--- src/shared/dswd_defs.svh ---
`ifndef DSWD_DEFS_SVH
`define DSWD_DEFS_SVH
// ****************************************
// Register byte offsets
// ****************************************
`define DSWD_OFF_CTRL    12'h000
`define DSWD_OFF_STAGE1  12'h004
`define DSWD_OFF_STAGE2  12'h008
`define DSWD_OFF_SERVICE 12'h00C
`define DSWD_OFF_STATUS  12'h010
`define DSWD_OFF_IRQ_ST  12'h014
`define DSWD_OFF_IRQ_MSK 12'h018
`define DSWD_OFF_ID      12'h01C
// ****************************************
// Fields
// ****************************************
`define DSWD_CTRL_EN_BIT     0
`define DSWD_CTRL_PINSEL_BIT 1
`define DSWD_ACT_LSB         0
`define DSWD_ACT_W           4
`define DSWD_TIME_LSB        8
`define DSWD_TIME_W          24
`define DSWD_PIN_FLAG_BIT    3
`define DSWD_SERVICE_KEY     32'h0000_5A5A
// ****************************************
// Action codes
// ****************************************
`define DSWD_ACT_OFF     3'h0
`define DSWD_ACT_RESET   3'h1
`define DSWD_ACT_NMI     3'h2
`define DSWD_ACT_SYS_MGMT 3'h3
`define DSWD_ACT_SYS_CTRL 3'h4
`define DSWD_ACT_DELAY   3'h5
`define DSWD_ACT_PINONLY 4'h8
// ****************************************
// Reset values and timing
// ****************************************
`define DSWD_RST_CTRL    2'h0
`define DSWD_RST_STAGE   28'h0000000
`define DSWD_RST_MASK    5'h00
// Identity value is arbitrary
`define DSWD_ID_VALUE    32'h0000_00A5
`define DSWD_CLK_HZ      20000000
`define DSWD_TICK_US     1000
`define DSWD_TICK_CYC    ((`DSWD_CLK_HZ / 1000000) * `DSWD_TICK_US)
`define DSWD_PULSE_CYC   16
`endif

--- src/shared/dswd_pkg.sv ---
`default_nettype none
package dswd_pkg;
  typedef struct packed {
    logic [23:0] timeout;
    logic [3:0]  action;
  } dswd_stage_t;

  typedef struct packed {
    logic        psel;
    logic        penable;
    logic        pwrite;
    logic [11:0] paddr;
    logic [31:0] pwdata;
  } dswd_apb_req_t;

  typedef struct packed {
    logic        rst_req;
    logic        nmi;
    logic        sys_mgmt;
    logic        sys_ctrl;
  } dswd_act_t;

  typedef enum logic [2:0] {
    DSWD_IDLE   = 3'b001,
    DSWD_STAGE1 = 3'b010,
    DSWD_STAGE2 = 3'b100
  } dswd_state_t;
endpackage
`default_nettype wire

--- src/verilog/dswd_tick.sv ---
`default_nettype none
`include "dswd_defs.svh"
module dswd_tick
  import dswd_pkg::*;
(
  // Clock and reset
  input  wire logic i_clk,
  input  wire logic i_rst_n,
  // Control
  input  wire logic i_clear,
  output logic      o_tick
);
  localparam int unsigned TICK_CYC = `DSWD_TICK_CYC;

  typedef struct packed {
    logic [15:0] cnt;
    logic        tick;
  } dswd_tick_st_t;

  dswd_tick_st_t st_q;
  dswd_tick_st_t st_d;

  always_comb begin
    st_d      = st_q;
    st_d.tick = 1'b0;
    if (i_clear) begin
      st_d.cnt = 16'h0000;
    end else if (st_q.cnt == 16'(TICK_CYC - 1)) begin
      st_d.cnt  = 16'h0000;
      st_d.tick = 1'b1;
    end else begin
      st_d.cnt = st_q.cnt + 16'h0001;
    end
  end

  always_ff @(posedge i_clk or negedge i_rst_n) begin
    if (!i_rst_n) begin
      st_q <= '0;
    end else begin
      st_q <= st_d;
    end
  end

  assign o_tick = st_q.tick;
endmodule // dswd_tick
`default_nettype wire

--- src/verilog/dswd_top.sv ---
// Implementation choices: the APB register port and the register addresses.
`default_nettype none
`include "dswd_defs.svh"
// Contract
// - Two independently set stages run one after the other.
// - Action code 0000b switches a stage off so it is skipped with no action.
// - Code 0001b on expiry requests a full module reset.
// - Code 0010b on expiry raises a non-maskable interrupt.
// - Code 0011b on expiry raises a system-management interrupt.
// - Code 0100b on expiry raises a system-control interrupt.
// - Code 0101b is a pure delay, accepted only in the first stage.
// - Code 1000b on expiry drives only the timeout output pin.
// - Codes 1001b to 1101b act as their bit-3-clear twin and also drive the pin.
// - The pin rises when the watchdog was not serviced within the driving stage's time.
// - Software ties the pin to either the first or the second stage.
// - The pin clears only on reset.
module dswd_top
  import dswd_pkg::*;
(
  // Clock and reset
  input  wire logic        i_clk,
  input  wire logic        i_arst_n,
  // APB slave
  input  wire logic        i_psel,
  input  wire logic        i_penable,
  input  wire logic        i_pwrite,
  input  wire logic [11:0] i_paddr,
  input  wire logic [31:0] i_pwdata,
  output logic      [31:0] o_prdata,
  output logic             o_pready,
  output logic             o_pslverr,
  // Timeout actions
  output logic             o_reset_req,
  output logic             o_nmi,
  output logic             o_system_management_interrupt,
  output logic             o_system_control_interrupt,
  output logic             o_timeout_output_pin,
  // Interrupt
  output logic             o_irq
);
  // ****************************************
  // Reset release
  // ****************************************
  logic [1:0] rst_sync_q;
  logic       rst_n;

  always_ff @(posedge i_clk or negedge i_arst_n) begin
    if (!i_arst_n) begin
      rst_sync_q <= 2'b00;
    end else begin
      rst_sync_q <= {rst_sync_q[0], 1'b1};
    end
  end
  assign rst_n = rst_sync_q[1];

  // ****************************************
  // State
  // ****************************************
  typedef struct packed {
    logic        enable;
    logic        pin_sel;
    dswd_stage_t stage1;
    dswd_stage_t stage2;
    dswd_state_t fsm;
    logic [23:0] count;
    logic        pin;
    logic [4:0]  irq_st;
    logic [4:0]  irq_msk;
    dswd_act_t   act;
    logic [4:0]  pulse_cnt;
    logic [31:0] prdata;
    logic        expired1;
    logic        expired2;
  } dswd_st_t;

  dswd_st_t    st_q;
  dswd_st_t    st_d;
  dswd_apb_req_t apb;
  logic        tick;
  logic        wr;
  logic        rd;
  logic        service;
  logic        clear_tick;

  assign apb = '{psel: i_psel, penable: i_penable, pwrite: i_pwrite, paddr: i_paddr, pwdata: i_pwdata};
  assign wr  = apb.psel && apb.penable && apb.pwrite;
  assign rd  = apb.psel && !apb.penable && !apb.pwrite;
  assign service = wr && (apb.paddr == `DSWD_OFF_SERVICE) && (apb.pwdata == `DSWD_SERVICE_KEY);
  assign clear_tick = service || !st_q.enable;

  dswd_tick u_tick (
    .i_clk   (i_clk),
    .i_rst_n (rst_n),
    .i_clear (clear_tick),
    .o_tick  (tick)
  );

  // ****************************************
  // Action decode
  // ****************************************
  function automatic logic stage_on(input logic [3:0] code, input logic first);
    logic [2:0] base;
    logic       ok;
    base = code[2:0];
    ok   = 1'b0;
    if (code == `DSWD_ACT_PINONLY) begin
      ok = 1'b1;
    end else if (base >= `DSWD_ACT_RESET && base <= `DSWD_ACT_SYS_CTRL) begin
      ok = 1'b1;
    end else if (base == `DSWD_ACT_DELAY) begin
      ok = first;
    end
    return ok;
  endfunction

  function automatic dswd_act_t stage_act(input logic [3:0] code);
    dswd_act_t a;
    a = '0;
    if (code != `DSWD_ACT_PINONLY) begin
      unique case (code[2:0])
        `DSWD_ACT_RESET: a.rst_req = 1'b1;
        `DSWD_ACT_NMI:   a.nmi     = 1'b1;
        `DSWD_ACT_SYS_MGMT: a.sys_mgmt = 1'b1;
        `DSWD_ACT_SYS_CTRL: a.sys_ctrl = 1'b1;
        default:         a         = '0;
      endcase
    end
    return a;
  endfunction

  function automatic logic stage_pin(input logic [3:0] code, input logic first);
    return stage_on(code, first) && code[`DSWD_PIN_FLAG_BIT];
  endfunction

  // ****************************************
  // Next state
  // ****************************************
  logic       s1_on;
  logic       s2_on;
  logic [4:0] ev;

  assign s1_on = stage_on(st_q.stage1.action, 1'b1);
  assign s2_on = stage_on(st_q.stage2.action, 1'b0);

  always_comb begin
    st_d          = st_q;
    st_d.expired1 = 1'b0;
    st_d.expired2 = 1'b0;
    ev            = 5'h00;
    // Action pulse stretch
    if (st_q.pulse_cnt != 5'h00) begin
      st_d.pulse_cnt = st_q.pulse_cnt - 5'h01;
    end else begin
      st_d.act = '0;
    end

    // Timer sequence
    if (!st_q.enable) begin
      st_d.fsm   = DSWD_IDLE;
      st_d.count = 24'h000000;
    end else if (service) begin
      st_d.fsm   = s1_on ? DSWD_STAGE1 : (s2_on ? DSWD_STAGE2 : DSWD_IDLE);
      st_d.count = 24'h000000;
    end else begin
      unique case (st_q.fsm)
        DSWD_IDLE: begin
          st_d.fsm   = s1_on ? DSWD_STAGE1 : (s2_on ? DSWD_STAGE2 : DSWD_IDLE);
          st_d.count = 24'h000000;
        end
        DSWD_STAGE1: begin
          if (tick) begin
            if (st_q.count + 24'h000001 >= st_q.stage1.timeout) begin
              st_d.expired1 = 1'b1;
              st_d.act      = stage_act(st_q.stage1.action);
              st_d.pulse_cnt = 5'(`DSWD_PULSE_CYC - 1);
              st_d.count    = 24'h000000;
              st_d.fsm      = s2_on ? DSWD_STAGE2 : DSWD_IDLE;
              if (stage_pin(st_q.stage1.action, 1'b1) && !st_q.pin_sel) begin
                st_d.pin = 1'b1;
              end
            end else begin
              st_d.count = st_q.count + 24'h000001;
            end
          end
        end
        DSWD_STAGE2: begin
          if (tick) begin
            if (st_q.count + 24'h000001 >= st_q.stage2.timeout) begin
              st_d.expired2 = 1'b1;
              st_d.act      = stage_act(st_q.stage2.action);
              st_d.pulse_cnt = 5'(`DSWD_PULSE_CYC - 1);
              st_d.count    = 24'h000000;
              st_d.fsm      = DSWD_IDLE;
              if (stage_pin(st_q.stage2.action, 1'b0) && st_q.pin_sel) begin
                st_d.pin = 1'b1;
              end
            end else begin
              st_d.count = st_q.count + 24'h000001;
            end
          end
        end
        default: begin
          st_d.fsm = DSWD_IDLE;
        end
      endcase
    end
    // Idle after second stage, or after the first with the second off, holds for two cycles, then the sequence restarts without a service
    if (st_q.fsm == DSWD_IDLE && st_q.enable && !service && (st_q.expired2 || (st_q.expired1 && !s2_on))) begin
      st_d.fsm = DSWD_IDLE;
    end

    // Register writes
    if (wr) begin
      unique case (apb.paddr)
        `DSWD_OFF_CTRL: begin
          st_d.enable  = apb.pwdata[`DSWD_CTRL_EN_BIT];
          st_d.pin_sel = apb.pwdata[`DSWD_CTRL_PINSEL_BIT];
        end
        `DSWD_OFF_STAGE1: begin
          st_d.stage1.action  = apb.pwdata[`DSWD_ACT_LSB +: `DSWD_ACT_W];
          st_d.stage1.timeout = apb.pwdata[`DSWD_TIME_LSB +: `DSWD_TIME_W];
        end
        `DSWD_OFF_STAGE2: begin
          st_d.stage2.action  = apb.pwdata[`DSWD_ACT_LSB +: `DSWD_ACT_W];
          st_d.stage2.timeout = apb.pwdata[`DSWD_TIME_LSB +: `DSWD_TIME_W];
        end
        `DSWD_OFF_IRQ_ST:  st_d.irq_st  = st_q.irq_st & ~apb.pwdata[4:0];
        `DSWD_OFF_IRQ_MSK: st_d.irq_msk = apb.pwdata[4:0];
        default: ;
      endcase
    end

    // Sticky events, set wins over clear
    ev = {st_d.pin && !st_q.pin, st_q.expired2, st_q.expired1, 1'b0, service};
    st_d.irq_st = st_d.irq_st | ev;

    // Read data
    st_d.prdata = 32'h0000_0000;
    if (rd) begin
      unique case (apb.paddr)
        `DSWD_OFF_CTRL:    st_d.prdata = {30'h0, st_q.pin_sel, st_q.enable};
        `DSWD_OFF_STAGE1:  st_d.prdata = {st_q.stage1.timeout, 4'h0, st_q.stage1.action};
        `DSWD_OFF_STAGE2:  st_d.prdata = {st_q.stage2.timeout, 4'h0, st_q.stage2.action};
        `DSWD_OFF_STATUS:  st_d.prdata = {st_q.count, 4'h0, st_q.pin, st_q.fsm};
        `DSWD_OFF_IRQ_ST:  st_d.prdata = {27'h0, st_q.irq_st};
        `DSWD_OFF_IRQ_MSK: st_d.prdata = {27'h0, st_q.irq_msk};
        `DSWD_OFF_ID:      st_d.prdata = `DSWD_ID_VALUE;
        default:           st_d.prdata = 32'h0000_0000;
      endcase
    end
  end

  // ****************************************
  // Registers
  // ****************************************
  always_ff @(posedge i_clk or negedge rst_n) begin
    if (!rst_n) begin
      st_q         <= '0;
      st_q.fsm     <= DSWD_IDLE;
      st_q.pin     <= 1'b0;
      st_q.irq_msk <= `DSWD_RST_MASK;
    end else begin
      st_q <= st_d;
    end
  end

  // ****************************************
  // Outputs
  // ****************************************
  logic addr_ok;
  assign addr_ok = (apb.paddr[1:0] == 2'b00) && (apb.paddr <= `DSWD_OFF_ID);

  assign o_prdata  = st_q.prdata;
  assign o_pready  = 1'b1;
  assign o_pslverr = apb.psel && apb.penable && !addr_ok;
  assign o_reset_req                   = st_q.act.rst_req;
  assign o_nmi                         = st_q.act.nmi;
  assign o_system_management_interrupt = st_q.act.sys_mgmt;
  assign o_system_control_interrupt    = st_q.act.sys_ctrl;
  assign o_timeout_output_pin          = st_q.pin;
  assign o_irq = |(st_q.irq_st & st_q.irq_msk);
endmodule // dswd_top
`default_nettype wire
--- config.mk ---
export PLATFORM = sky130hd
export DESIGN_NAME = dswd_top
export DESIGN_NICKNAME = d
export VERILOG_FILES = /design/src/shared/dswd_pkg.sv /design/src/verilog/dswd_tick.sv /design/src/verilog/dswd_top.sv
export VERILOG_INCLUDE_DIRS = /design/src /design/src/shared
export SDC_FILE = /design/constraint.sdc
export NUM_CORES = 1
export LEC_CHECK = 0
export ABC_AREA = 0
export BUFFER_PORTS_ARGS = -buffer_cell sky130_fd_sc_hd__clkbuf_2
export CAP_MARGIN = 0
export CORE_MARGIN = 5
export CORE_UTILIZATION = 40
export DETAILED_ROUTE_END_ITERATION = 8
export GPL_ROUTABILITY_DRIVEN = 0
export HOLD_SLACK_MARGIN = 0.03
export PLACE_DENSITY = 0.63
export SLEW_MARGIN = 25
export SYNTH_ARGS = -nofsm -noshare
export SYNTH_HDL_FRONTEND = slang
export SYNTH_SLANG_ARGS = --single-unit
--- constraint.sdc ---
create_clock -name i_clk -period 5.8 [get_ports i_clk]
set_clock_uncertainty 0.15 [all_clocks]
set_input_delay 0 -clock i_clk [delete_from_list [all_inputs] [get_ports i_clk]]
set_output_delay 0 -clock i_clk [all_outputs]
set_load 0.05 [all_outputs]
==> out/summary.log, run 1 <==
[route] Post-DRT Antenna Nets 0
[pwr] total design power 2.28 mW
[sta] unrepaired setup endpoints after global routing false
[route] number of vias per cell 5.52
[place] number of cells in the design after placement 1215
[floorplan] Top-Level Pins 89
[clocking] maximum root-to-sink buffer count 2
[route] Via Count 7099
[layout] Post-Layout Cell Count 1287
[floorplan] Placeable Area 21800 µm²
[sta] slew of the pin with the lowest slew margin 0.867 ns
[synthesis] top_reg_cell synth sky130_fd_sc_hd__dfrtp_1
[synthesis] number of register bits inferred by synthesis 156
[grt] vias in the first global route 7231
[clocking] Sinks on Clock Net 156
[grt] remaining global-route overflow 0
[sta] Final Hold Vio Count 0
[worst_setup_path] master of the slowest instance on the critical path sky130_fd_sc_hd__nor4bb_1
[synthesis] Avg Synthesized Cell Area 9.79 µm²
[sta] least setup slack across all paths after layout 0.607 ns
[synthesis] number of unique standard cell types used by synthesis 65
[worst_hold_path] worst min path class input port to flop
[job] number of max-capacitance violations reported 0
[clocking] root buf cell sky130_fd_sc_hd__clkbuf_16
[route] router iterations before antenna repair 9
[worst_setup_path] worst-path cell chain nand3_1 > nor4bb_1 > and4_1 > and3_1 > and3_1 > xnor2_1 > ha_1 > a21oi_1 > o21ai_0 > a222oi_1 > o211ai_1 > nor2_1 > buf_4 > o2111ai_1 > o211ai_1
[route] routed length per instance 17.9 µm
[sta] worst hold slack 0.0658 ns
[pwr] Leak Pwr 4.96 nW
[floorplan] row count 54
[pwr] Switching Fraction 0.242
[synthesis] number of enable flip-flop cells after synthesis 0
[pwr] combinational power share 0.036
[worst_setup_path] largest fanout on the critical path 17
[floorplan] overall die area 25200 µm²
[worst_setup_path] class of the most critical setup path flop to flop
[clocking] number of CTS-inserted buffers 17
[pwr] cell area power density 221 nW/µm²
[worst_setup_path] required time of the critical path 5.99 ns
[layout] Final #Nets 1094
[grt] global-route wire length before repair 38.5 mm
[route] number of DRC markers after the initial detailed-route iteration 746
[worst_setup_path] startpoint class of the critical path flop
[pwr] Worst IR Drop VDD 0.186 mV
[sta] final setup violation count 0
[clocking] setup fix buffers added after clock tree synthesis 0
[pwr] portion of total power attributed to the clock network 0.485
[run_status] result of the run completed
[pwr] net switching power of the design 0.552 mW
[floorplan] Initial Utilization 0.405
[clocking] clock tree from TritonCTS yes
[sta] final critical delay including setup and external delays 5.19 ns
[floorplan] chip height 159 µm
[synthesis] ys async rst share 1.00
[layout] relative area change from synthesis to final layout 16.9%
[grt] gr usage total 0.185
[grt] initial antenna violation count 0
[worst_setup_path] Critical Path Max Stage Delay 0.64 ns
[sta] number of pins exceeding their max-slew limit in the final report 0
[pwr] Flop pwr share 0.479
[place] pre-CTS setup slack 0.701 ns
[layout] diodes inserted 0
[floorplan] horizontal extent of the die 159 µm
[route] total wire length after detailed routing 23.1 mm
[place] Port-buffer cells 86
[layout] fill cell total of the finished layout 2054
[synthesis] netlist area before placement 8840 µm²
[place] HPWL after detailed placement 16.3 mm
[worst_setup_path] category of the worst setup path capture point flop
[synthesis] Post-Syn Instances 903
[clocking] H-tree levels 4
[sta] Fin Setup TNS 0 ns
[sta] highest clock rate 193 MHz
[sta] post-route clock period utilization 0.895
[grt] largest net degree at the start of global routing 68
[pwr] cell internal pwr 1.73 mW
[sta] Relative slew margins 0.422
[synthesis] sequential fraction of the synthesis area 0.442
[synthesis] Yosys warning count 0
[layout] fraction of final layout cells sized beyond drive strength 1 0.220
[clocking] Worst-path clk slew 0.07 ns
[route] Residual DRC 0
[clocking] source-to-sink clock delay at the later pin of the worst-skew pair 0.43 ns
[worst_setup_path] endpoint arrival time on the critical path 5.39 ns
[layout by cell type, fill, tap and decap left out, types with 10 or more instances in the layout]
master and instances:
sky130_fd_sc_hd__mux2_2 60, sky130_fd_sc_hd__ha_1 51, sky130_fd_sc_hd__and2_1 12, sky130_fd_sc_hd__clkbuf_16 17
sky130_fd_sc_hd__o211ai_1 17, sky130_fd_sc_hd__nor2_1 80, sky130_fd_sc_hd__buf_4 12, sky130_fd_sc_hd__a222oi_1 28
sky130_fd_sc_hd__o221ai_1 12, sky130_fd_sc_hd__and3_1 12, sky130_fd_sc_hd__xnor2_1 17, sky130_fd_sc_hd__o21ai_0 23
sky130_fd_sc_hd__or2_2 13, sky130_fd_sc_hd__nand2_1 110, sky130_fd_sc_hd__a21oi_1 25, sky130_fd_sc_hd__nand4_1 15
sky130_fd_sc_hd__xor2_1 12, sky130_fd_sc_hd__a22oi_1 10, sky130_fd_sc_hd__clkbuf_2 86, sky130_fd_sc_hd__dlygate4sd3_1 40
sky130_fd_sc_hd__inv_1 63, sky130_fd_sc_hd__nand3_1 15, sky130_fd_sc_hd__dfrtp_1 154
[synthesized netlist by cell type, drive strengths merged, types with 2 or more instances]
library cell / instances / area, µm²
nand3b: 3 / 22.5
a21oi: 25 / 125
nor2b: 9 / 56.3
o32ai: 2 / 17.5
a41oi: 3 / 26.3
nand2b: 5 / 31.3
and4: 3 / 26.3
a211oi: 3 / 22.5
nor3: 7 / 40.0
xnor2: 17 / 149
nor4b: 5 / 50.0
a21boi: 3 / 22.5
o221ai: 12 / 105
o21ai: 26 / 134
and2: 14 / 92.6
or2: 13 / 81.3
mux2: 60 / 676
and3: 13 / 82.6
nand4: 16 / 115
o31ai: 2 / 15.0
conb: 2 / 7.51
nand3: 15 / 75.1
or4: 4 / 30.0
a31oi: 2 / 12.5
a22oi: 10 / 75.1
ha: 51 / 638
xor2: 12 / 105
dfrtp: 155 / 3880
a211o: 2 / 17.5
nor4: 11 / 90.1
buf: 40 / 287
o2111ai: 4 / 35.0
clkbuf: 27 / 101
nor2: 82 / 308
inv: 63 / 236
a21o: 4 / 30.0
o211ai: 18 / 140
a222oi: 28 / 280
nand2: 111 / 417
o22ai: 3 / 18.8
nor4bb: 4 / 40.0
or3: 4 / 25.0
[worst paths after layout]
check                                              to  slack (ns)                    start  depth (start not counted)
worst max-delay path             st_q[71]$_DFFE_PN0P_        0.61     st_q[56]$_DFFE_PN0P_                         15
worst min-delay path             st_q[79]$_DFFE_PN0P_        0.07              i_pwdata[5]                          7
worst max register to register   st_q[71]$_DFFE_PN0P_        0.61     st_q[56]$_DFFE_PN0P_                         15
worst min register to register  o_prdata[3]$_DFF_PN0_        0.08  rst_sync_q[1]$_DFF_PN0_                          0
max in group asynchronous       st_q[129]$_DFFE_PN0P_        4.21  rst_sync_q[1]$_DFF_PN0_                          1
min in group asynchronous       o_prdata[3]$_DFF_PN0_        0.08  rst_sync_q[1]$_DFF_PN0_                          0
[area by class of cell]
cell class	count	area, µm²	area share
clock buffer	17	425	0.0412
tap	280	350	0.0339
sequential	156	3910	0.378
clock inverter	15	150	0.0145
inverter	63	236	0.0229
timing repair buffer	138	921	0.0891
multi-input combinational	618	4340	0.420
[metrics by stage]
| stage | util | area (µm²) |
|---|---|---|
| detailed placement | 0.429 | 9350 |
| floorplan | - | 8850 |
| global route | 0.474 | 10300 |
| finish | 0.474 | 10300 |
| global placement | 0.429 | 9350 |
| CTS | 0.473 | 10300 |
[cell families after synthesis]
group,count (synthesis),share of synthesized area
AND/OR/NAND/NOR,323,0.183
flip-flops,156,0.442
AO/OA/AOI/OAI,152,0.127
buffers and inverters,130,0.0706
multiplexers,60,0.0764
adder cells (fa/ha/maj),51,0.0721
XOR/XNOR,29,0.0287
other,2,0.000849
[critical path, delay by kind of cell, from the launching register on]
family,cells,cell delay [ns]
DFF,1,0.46
buffers and inverters,1,0.35
xor gates and xnor gates,1,0.17
AOI/OAI and AO/OA,6,1.41
and+or+nand+nor,6,2.27
adders and majority gates,1,0.29
[per-layer routing]
metal | vias to the layer above | share of wire | GRT usage
met2 | 195 | 0.45 | 0.277
met3 | 34 | 0.055 | 0.0451
li1 | 3376 | - | -
met4 | 0 | 0.024 | 0.0622
met5 | - | 0 | 0
met1 | 3494 | 0.47 | 0.263
[state kept, by name, indices dropped and copies added (netlist names)]
signal                         count
st_q                             100
o_prdata                          30
u_tick.st_q                       16
ev                                 2
rst_sync_q                         2
o_nmi                              1
o_reset_req                        1
o_system_control_interrupt         1
o_system_management_interrupt      1
o_timeout_output_pin               1
u_tick.o_tick                      1
[power by group through the flow]
stage / Combinational, mW / Sequential [mW] / Clock [mW]
5_1_grt: 0.0917 / 1.09 / 1.18
6_report: 0.0818 / 1.09 / 1.11
2_1_floorplan: 0.0148 / 1.13 / 0
3_5_place_dp: 0.0648 / 1.11 / 0
4_1_cts: 0.0841 / 1.09 / 1.13
3_3_place_gp: 0.0645 / 1.11 / 0
[timing repair]
item                       4_1_cts  5_1_grt
gates resized for setup          0        0
setup endpoints to repair        0        0
hold endpoints to repair        73        0
hold buffers                    40        0
Power figures use the tool's default switching activity.
==> inputs of run 2 (changes only) <==
clock period = 6.7 ns   (was 5.8 ns; I/O delays follow)
==> run 2 against run 1 <==
Power decreased by 8.8%. Largest power group unchanged. Highest routed layer unchanged. Combinational power decreased by 13%. Sequential power decreased by 13%. Final cell count decreased by 0.23%. Wire length decreased by 0.16%. Register-to-register slack improved by 1.1 ns. Utilization increased by 0.24 points. Die area unchanged. Worst hold slack got worse by 0.027 ns. Critical path depth unchanged. Clock power decreased by 5%.
==> out/summary.log, run 2 (same netlist as run 1, synthesis figures left out) <==
[clocking] number of CTS-inserted buffers 17 [unchanged]
[floorplan] Initial Utilization 0.405 [unchanged]
[clocking] clock tree from TritonCTS yes [unchanged]
[worst_setup_path] startpoint class of the critical path flop [unchanged]
[grt] initial antenna violation count 1 [was 0]
[grt] gr usage total 0.182 [was 0.185]
[worst_setup_path] master of the slowest instance on the critical path sky130_fd_sc_hd__nor2_1 [was sky130_fd_sc_hd__nor4bb_1]
[layout] fill cell total of the finished layout 2064 [was 2054]
[place] number of cells in the design after placement 1215 [unchanged]
[worst_setup_path] worst-path cell chain nand3_1 > nor4bb_1 > and4_1 > and3_1 > and3_1 > xnor2_1 > ha_1 > a21oi_1 > o21ai_0 > a222oi_1 > o211ai_1 > nor2_1 > buf_4 > o21ai_2 > o211ai_1 [was nand3_1 > nor4bb_1 > and4_1 > and3_1 > and3_1 > xnor2_1 > ha_1 > a21oi_1 > o21ai_0 > a222oi_1 > o211ai_1 > nor2_1 > buf_4 > o2111ai_1 > o211ai_1]
[sta] final setup violation count 0 [unchanged]
[layout] Final #Nets 1091 [was 1094]
[sta] highest clock rate 199 MHz [was 193 MHz]
[floorplan] horizontal extent of the die 159 µm [unchanged]
[pwr] Leak Pwr 4.99 nW [was 4.96 nW]
[worst_setup_path] required time of the critical path 6.89 ns [was 5.99 ns]
[clocking] Worst-path clk slew 0.06 ns [was 0.07 ns]
[grt] remaining global-route overflow 0 [unchanged]
[layout] highest-count cells in the layout ignoring fill and taps sky130_fd_sc_hd__dfrtp_1 (154), sky130_fd_sc_hd__nand2_1 (111), sky130_fd_sc_hd__clkbuf_2 (86) [was sky130_fd_sc_hd__dfrtp_1 (154), sky130_fd_sc_hd__nand2_1 (110), sky130_fd_sc_hd__clkbuf_2 (86)]
[worst_setup_path] count of buffering cells on the critical path with inverters included 1 [unchanged]
[sta] post-route clock period utilization 0.750 [was 0.895]
[clocking] Sinks on Clock Net 156 [unchanged]
[layout] number of flip-flops under the largest register name 100 [unchanged]
[route] number of DRC markers after the initial detailed-route iteration 745 [was 746]
[floorplan] overall die area 25200 µm² [unchanged]
[worst_setup_path] largest fanout on the critical path 13 [was 17]
[layout] relative area change from synthesis to final layout 17.4% [was 16.9%]
[layout] diodes inserted 0 [unchanged]
[floorplan] Placeable Area 21800 µm² [unchanged]
[worst_setup_path] Critical Path Max Stage Delay 0.65 ns [was 0.64 ns]
[clocking] root buf cell sky130_fd_sc_hd__clkbuf_16 [unchanged]
[pwr] Flop pwr share 0.456 [was 0.479]
[route] Post-DRT Antenna Nets 0 [unchanged]
[floorplan] chip height 159 µm [unchanged]
[clocking] H-tree levels 4 [unchanged]
[sta] unrepaired setup endpoints after global routing false [unchanged]
[grt] largest net degree at the start of global routing 74 [was 68]
[floorplan] Top-Level Pins 89 [unchanged]
[place] pre-CTS setup slack 1.74 ns [was 0.701 ns]
[pwr] portion of total power attributed to the clock network 0.510 [was 0.485]
[pwr] combinational power share 0.034 [was 0.036]
[sta] Final Hold Vio Count 0 [unchanged]
[layout] register with the highest flop count st_q [unchanged]
[job] number of max-capacitance violations reported 0 [unchanged]
[route] router iterations before antenna repair 5 [was 9]
[run_status] result of the run completed [unchanged]
[sta] slew of the pin with the lowest slew margin 0.867 ns [about the same]
[layout] final core utilization 0.476 [was 0.474]
[worst_hold_path] worst min path class input port to flop [unchanged]
[layout] fraction of final layout cells sized beyond drive strength 1 0.217 [was 0.220]
[floorplan] row count 54 [unchanged]
[place] Port-buffer cells 86 [unchanged]
[pwr] Worst IR Drop VDD 0.175 mV [was 0.186 mV]
[sta] Relative slew margins 0.416 [was 0.422]
[route] Via Count 7111 [was 7099]
[clocking] source-to-sink clock delay at the later pin of the worst-skew pair 0.43 ns [about the same]
[route] Residual DRC 0 [unchanged]
[layout] Post-Layout Cell Count 1284 [was 1287]
[worst_setup_path] class of the most critical setup path flop to flop [unchanged]
[grt] global-route wire length before repair 37.9 mm [was 38.5 mm]
[pwr] cell internal pwr 1.64 mW [was 1.73 mW]
[sta] number of pins exceeding their max-slew limit in the final report 0 [unchanged]
[sta] Fin Setup TNS 0 ns [unchanged]
[clocking] setup fix buffers added after clock tree synthesis 0 [unchanged]
[place] HPWL after detailed placement 16.3 mm [about the same]
[route] number of vias per cell 5.54 [was 5.52]
[sta] least setup slack across all paths after layout 1.67 ns [was 0.607 ns]
[pwr] Switching Fraction 0.209 [was 0.242]
[worst_setup_path] endpoint arrival time on the critical path 5.22 ns [was 5.39 ns]
[sta] final critical delay including setup and external delays 5.03 ns [was 5.19 ns]
[grt] vias in the first global route 6935 [was 7231]
[pwr] cell area power density 200 nW/µm² [was 221 nW/µm²]
[worst_setup_path] kind of cell with the highest combined delay on the critical path simple AND/OR/NAND/NOR gates [unchanged]
[clocking] maximum root-to-sink buffer count 2 [unchanged]
[pwr] net switching power of the design 0.436 mW [was 0.552 mW]
[route] total wire length after detailed routing 23.1 mm [about the same]
[route] routed length per instance 18.0 µm [was 17.9 µm]
[worst_setup_path] category of the worst setup path capture point flop [unchanged]
[clocking] post-CTS resize count 0 [unchanged]
[layout] most common cell after layout, fill and taps aside sky130_fd_sc_hd__dfrtp_1 [unchanged]
==> run 2: repair_timing <==
item	CTS	global route
hold endpoints to repair	73	0
hold buffers	37	0
endpoints found under the setup margin	0	0
==> run 2: path summary, 6_finish.rpt <==
path | depth (start not counted) | slack [ns] | endpoint | startpoint
max | 15 | 1.67 | st_q[77]$_DFFE_PN0P_ | st_q[54]$_DFFE_PN0P_
min | 7 | 0.04 | st_q[79]$_DFFE_PN0P_ | i_paddr[11]
max reg2reg | 15 | 1.67 | st_q[77]$_DFFE_PN0P_ | st_q[54]$_DFFE_PN0P_
min reg2reg | 0 | 0.15 | o_prdata[9]$_DFF_PN0_ | rst_sync_q[1]$_DFF_PN0_
max in group asynchronous | 2 | 4.93 | st_q[107]$_DFFE_PN0P_ | rst_sync_q[1]$_DFF_PN0_
min in group asynchronous | 0 | 0.15 | o_prdata[9]$_DFF_PN0_ | rst_sync_q[1]$_DFF_PN0_
==> run 2: worst min-delay path: stages <==
cell and delay [ns]:
sky130_fd_sc_hd__clkbuf_2 0.07, sky130_fd_sc_hd__nor4_1 0.06, sky130_fd_sc_hd__nand4_1 0.12, sky130_fd_sc_hd__or4_1 0.11, sky130_fd_sc_hd__o21ai_0 0.07, sky130_fd_sc_hd__nand2_1 0.06, sky130_fd_sc_hd__a21boi_0 0.07
==> run 2: power by group through the flow <==
| stage | Sequential (mW) | Combinational (mW) | Clock, mW |
|---|---|---|---|
| finish | 0.948 | 0.0708 | 1.06 |
| global route | 0.949 | 0.0788 | 1.13 |
| CTS | 0.949 | 0.0717 | 1.09 |
| detailed placement | 0.966 | 0.0556 | 0 |
| global placement | 0.971 | 0.0480 | 0 |
| floorplan | 0.974 | 0.0128 | 0 |
==> run 2: cell type report <==
cell class	instances	area, µm²	share of cell area
repair buffers	135	915	0.0881
well taps	280	350	0.0337
inverters	63	236	0.0228
flip-flops and latches	156	3910	0.376
clock inverters	11	191	0.0184
multi-input cells	618	4340	0.417
clock buffers	21	450	0.0434
==> run 2: layer usage <==
metal,track usage,up-vias,routed length [µm]
met5,0,-,0
met4,0.0469,0,257
met3,0.0306,19,1230
met2,0.281,217,10700
met1,0.268,3518,10800
li1,-,3357,-
==> run 2: per-stage QoR <==
step / area, µm² / hold slack [ns] / power [mW]
after floorplan: 8850 / -0.446 / 0.987
after global placement: 9340 / -0.363 / 1.02
after detailed placement: 9370 / -0.362 / 1.02
after CTS: 10400 / 0.0311 / 2.11
after global routing: 10400 / 0.0817 / 2.16
final: 10400 / 0.0393 / 2.08
==> inputs of run 3 (changes only) <==
ABC_AREA = 1   (was 0)
PLACE_DENSITY = 0.65   (was 0.63)
clock period = 4.1 ns   (was 6.7 ns; I/O delays follow)
==> run 3 against run 2 <==
Synthesized cell count up 33%. Design area up 5.2%. First-iteration DRC count fell by 20%. Final cell count rose by 26%. Die area rose by 5.0%. Power rose by 63%. Register-to-register slack worse by 1.3 ns. Setup slack got worse by 1.3 ns. Wire length rose by 4.4%. Combinational power rose by 89%. Worst hold slack better by 0.037 ns. Largest power group unchanged. Highest routed layer unchanged.
==> out/summary.log, run 3 <==
[clocking] Sinks on Clock Net 156 [unchanged]
[floorplan] row count 55 [was 54]
[route] number of DRC markers after the initial detailed-route iteration 598 [was 745]
[grt] global-route wire length before repair 40.4 mm [was 37.9 mm]
[clocking] clock tree from TritonCTS yes [unchanged]
[synthesis] netlist area before placement 9320 µm² [was 8840 µm²]
[sta] unrepaired setup endpoints after global routing false [unchanged]
[worst_setup_path] Reg2Reg Capture Point st_q[64]$_DFFE_PN0P_ [was st_q[77]$_DFFE_PN0P_]
[worst_setup_path] category of the worst setup path capture point flop [unchanged]
[place] HPWL after detailed placement 17.6 mm [was 16.3 mm]
[pwr] cell internal pwr 2.67 mW [was 1.64 mW]
[clocking] root buf cell sky130_fd_sc_hd__clkbuf_16 [unchanged]
[clocking] H-tree levels 4 [unchanged]
[place] Port-buffer cells 86 [unchanged]
[synthesis] number of register bits inferred by synthesis 156 [unchanged]
[route] number of vias per cell 4.92 [was 5.54]
[sta] number of pins exceeding their max-slew limit in the final report 0 [unchanged]
[worst_setup_path] class of the most critical setup path flop to flop [unchanged]
[floorplan] overall die area 26500 µm² [was 25200 µm²]
[sta] Final Hold Vio Count 0 [unchanged]
[layout] diodes inserted 0 [unchanged]
[synthesis] Post-Syn Instances 1199 [was 903]
[synthesis] top cell type by total area after synthesis sky130_fd_sc_hd__dfrtp_1 [unchanged]
[pwr] Flop pwr share 0.457 [was 0.456]
[grt] initial antenna violation count 0 [was 1]
[floorplan] Top-Level Pins 89 [unchanged]
[synthesis] leading cell types by count after synthesis sky130_fd_sc_hd__nand2_1 (281), sky130_fd_sc_hd__inv_1 (204), sky130_fd_sc_hd__dfrtp_1 (155) [was sky130_fd_sc_hd__dfrtp_1 (155), sky130_fd_sc_hd__nand2_1 (111), sky130_fd_sc_hd__nor2_1 (82)]
[sta] least setup slack across all paths after layout 0.350 ns [was 1.67 ns]
[synthesis] Avg Synthesized Cell Area 7.77 µm² [was 9.79 µm²]
[sta] final setup violation count 0 [unchanged]
[layout] most common cell after layout, fill and taps aside sky130_fd_sc_hd__nand2_1 [was sky130_fd_sc_hd__dfrtp_1]
[route] routed length per instance 14.8 µm [was 18.0 µm]
[sta] highest clock rate 267 MHz [was 199 MHz]
[place] instance area at placement 9780 µm² [was 9370 µm²]
[grt] remaining global-route overflow 0 [unchanged]
[worst_setup_path] required time of the critical path 4.29 ns [was 6.89 ns]
[worst_hold_path] terminating pin of the worst hold path st_q[48]$_DFF_PN0_ [was st_q[79]$_DFFE_PN0P_]
[synthesis] Yosys warning count 0 [unchanged]
[route] Via Count 7985 [was 7111]
[sta] slew of the pin with the lowest slew margin 0.832 ns [was 0.867 ns]
[worst_setup_path] largest fanout on the critical path 8 [was 13]
[layout] fill cell total of the finished layout 2240 [was 2064]
[sta] Fin Setup TNS 0 ns [unchanged]
[synthesis] sequential fraction of the synthesis area 0.419 [was 0.442]
[synthesis] ys async rst share 1.00 [unchanged]
[worst_hold_path] worst min path class input port to flop [unchanged]
[layout] area taken by multi-input logic gates 4190 µm² [was 4340 µm²]
[grt] vias in the first global route 8087 [was 6935]
[synthesis] cell types with the largest area share after synthesis sky130_fd_sc_hd__dfrtp_1 (42%), sky130_fd_sc_hd__nand2_1 (11%), sky130_fd_sc_hd__inv_1 (8.2%) [was sky130_fd_sc_hd__dfrtp_1 (44%), sky130_fd_sc_hd__mux2_2 (7.6%), sky130_fd_sc_hd__ha_1 (7.2%)]
[worst_hold_path] Hold Path Depth 6 [was 7]
[clocking] setup fix buffers added after clock tree synthesis 0 [unchanged]
[route] Residual DRC 0 [unchanged]
[clocking] number of CTS-inserted buffers 17 [unchanged]
[clocking] Worst-path clk slew 0.06 ns [about the same]
[pwr] Leak Pwr 5.60 nW [was 4.99 nW]
[synthesis] portion of synthesized cell area occupied by the leading cell type 0.416 [was 0.439]
[clocking] maximum root-to-sink buffer count 2 [unchanged]
[pwr] combinational power share 0.039 [was 0.034]
[pwr] net switching power of the design 0.728 mW [was 0.436 mW]
[run_status] result of the run completed [unchanged]
[synthesis] top_reg_cell synth sky130_fd_sc_hd__dfrtp_1 [unchanged]
[worst_setup_path] R2R Setup Slk 0.35 ns [was 1.67 ns]
[route] router iterations before antenna repair 5 [unchanged]
[job] number of max-capacitance violations reported 0 [unchanged]
[synthesis] number of unique standard cell types used by synthesis 48 [was 65]
[layout] register with the highest flop count st_q [unchanged]
[sta] Relative slew margins 0.445 [was 0.416]
[sta] final critical delay including setup and external delays 3.75 ns [was 5.03 ns]
[synthesis] most common cell in the netlist sky130_fd_sc_hd__nand2_1 [was sky130_fd_sc_hd__dfrtp_1]
[floorplan] Initial Utilization 0.409 [was 0.405]
[pwr] portion of total power attributed to the clock network 0.504 [was 0.510]
[sta] post-route clock period utilization 0.915 [was 0.750]
[grt] largest net degree at the start of global routing 57 [was 74]
[worst_setup_path] FF-to-FF path depth 22 [was 15]
[worst_setup_path] r2r startpoint st_q[54]$_DFFE_PN0P_ [unchanged]
[layout] fraction of final layout cells sized beyond drive strength 1 0.135 [was 0.217]
[floorplan] chip height 163 µm [was 159 µm]
[layout] footprint of the flip-flops and latches 3910 µm² [unchanged]
[synthesis] number of enable flip-flop cells after synthesis 0 [unchanged]
[place] pre-CTS setup slack 0.492 ns [was 1.74 ns]
[pwr] Worst IR Drop VDD 0.234 mV [was 0.175 mV]
[layout] relative area change from synthesis to final layout 17.2% [was 17.4%]
[floorplan] Placeable Area 22800 µm² [was 21800 µm²]
[layout] highest-count cells in the layout ignoring fill and taps sky130_fd_sc_hd__nand2_1 (279), sky130_fd_sc_hd__inv_1 (204), sky130_fd_sc_hd__dfrtp_1 (154) [was sky130_fd_sc_hd__dfrtp_1 (154), sky130_fd_sc_hd__nand2_1 (111), sky130_fd_sc_hd__clkbuf_2 (86)]
[worst_setup_path] startpoint class of the critical path flop [unchanged]
[grt] gr usage total 0.189 [was 0.182]
[route] Post-DRT Antenna Nets 0 [unchanged]
[layout] Final #Nets 1398 [was 1091]
[pwr] Switching Fraction 0.214 [was 0.209]
[worst_hold_path] Worst Min Path Start i_paddr[7] [was i_paddr[11]]
[pwr] cell area power density 311 nW/µm² [was 200 nW/µm²]
[clocking] post-CTS resize count 0 [unchanged]
[layout] design area 10900 µm² [was 10400 µm²]
[layout] number of flip-flops under the largest register name 100 [unchanged]
[floorplan] horizontal extent of the die 163 µm [was 159 µm]
[route] total wire length after detailed routing 24.1 mm [was 23.1 mm]
[worst_setup_path] endpoint arrival time on the critical path 3.94 ns [was 5.22 ns]
[clocking] source-to-sink clock delay at the later pin of the worst-skew pair 0.44 ns [was 0.43 ns]
## run 3: worst max-delay path by stage
| stage | from | to | slack, ns | cells past startpoint |
|---|---|---|---|---|
| after floorplan | st_q[54]$_DFFE_PN0P_ | st_q[64]$_DFFE_PN0P_ | 0.99 | 24 |
| after global placement | st_q[54]$_DFFE_PN0P_ | st_q[75]$_DFFE_PN0P_ | 0.60 | 22 |
| after detailed placement | st_q[54]$_DFFE_PN0P_ | st_q[70]$_DFFE_PN0P_ | 0.49 | 22 |
| after CTS | i_paddr[6] | st_q[127]$_DFFE_PN0P_ | 0.30 | 11 |
| after global routing | st_q[54]$_DFFE_PN0P_ | st_q[54]$_DFFE_PN0P_ | 0.04 | 21 |
| final | st_q[54]$_DFFE_PN0P_ | st_q[64]$_DFFE_PN0P_ | 0.35 | 22 |
## run 3: cell families (layout without fill, tap and decap cells)
kind of cell | count (synthesis) | count (layout) | synth area share
AO/OA/AOI/OAI | 185 | 185 | 0.111
XOR/XNOR | 23 | 23 | 0.0224
adder cells (fa/ha/maj) | 51 | 51 | 0.0685
flip-flops | 156 | 156 | 0.419
other | 2 | 3 | 0.000806
buffers and inverters | 276 | 387 | 0.133
AND/OR/NAND/NOR | 506 | 506 | 0.246
## run 3: stage by stage
stage	power, mW	hold WS, ns	instances	util
final	3.39	0.0765	1624	0.480
after floorplan	1.63	-0.446	1200	-
after global placement	1.68	-0.362	1541	0.428
after CTS	3.43	0.0326	1624	0.479
after global routing	3.51	0.0941	1624	0.480
after detailed placement	1.68	-0.359	1542	0.429
## run 3: final cells by class
type,instances,area share
clock buffers,22,0.0434
clock inverters,10,0.0149
inverters,213,0.0732
multi-input cells,768,0.384
flip-flops and latches,156,0.358
well taps,313,0.0358
repair buffers,142,0.0912
## run 3: power by group through the flow
stage | Clock [mW] | Sequential, mW | Combinational [mW]
after floorplan | 0 | 1.59 | 0.0354
after global placement | 0 | 1.59 | 0.0894
after detailed placement | 0 | 1.58 | 0.102
after CTS | 1.74 | 1.55 | 0.136
after global routing | 1.81 | 1.55 | 0.150
final | 1.71 | 1.55 | 0.134
## run 3: timing repair
action | CTS | global route
setup endpoints to repair | 0 | 0
hold endpoints to repair | 76 | 0
hold buffers | 50 | 0
## run 3: routing by layer
metal | vias to the layer above | global-route usage | part of all wire
met5 | - | 0 | 0
met4 | 0 | 0.0633 | 0.027
met3 | 54 | 0.0395 | 0.039
met2 | 187 | 0.328 | 0.49
met1 | 3760 | 0.237 | 0.45
li1 | 3984 | - | -
## run 3: worst max-delay path, cell delays in order (launching register included)
cell	delay (ns)
sky130_fd_sc_hd__dfrtp_1	0.46
sky130_fd_sc_hd__ha_1	0.20
sky130_fd_sc_hd__nand2_1	0.08
sky130_fd_sc_hd__nor2_2	0.15
sky130_fd_sc_hd__nand2_2	0.09
sky130_fd_sc_hd__nor2_4	0.11
sky130_fd_sc_hd__nand2_2	0.09
sky130_fd_sc_hd__nor2_4	0.11
sky130_fd_sc_hd__nand2_2	0.09
sky130_fd_sc_hd__nor2_4	0.13
sky130_fd_sc_hd__nand2_1	0.10
sky130_fd_sc_hd__xor2_1	0.31
sky130_fd_sc_hd__ha_1	0.30
sky130_fd_sc_hd__nand2_1	0.06
sky130_fd_sc_hd__inv_1	0.04
sky130_fd_sc_hd__nand2_1	0.06
sky130_fd_sc_hd__a21oi_1	0.06
sky130_fd_sc_hd__nor2_1	0.15
sky130_fd_sc_hd__nand3_1	0.16
sky130_fd_sc_hd__o21ai_2	0.37
sky130_fd_sc_hd__buf_4	0.24
sky130_fd_sc_hd__nand3_1	0.07
sky130_fd_sc_hd__o21ai_0	0.09
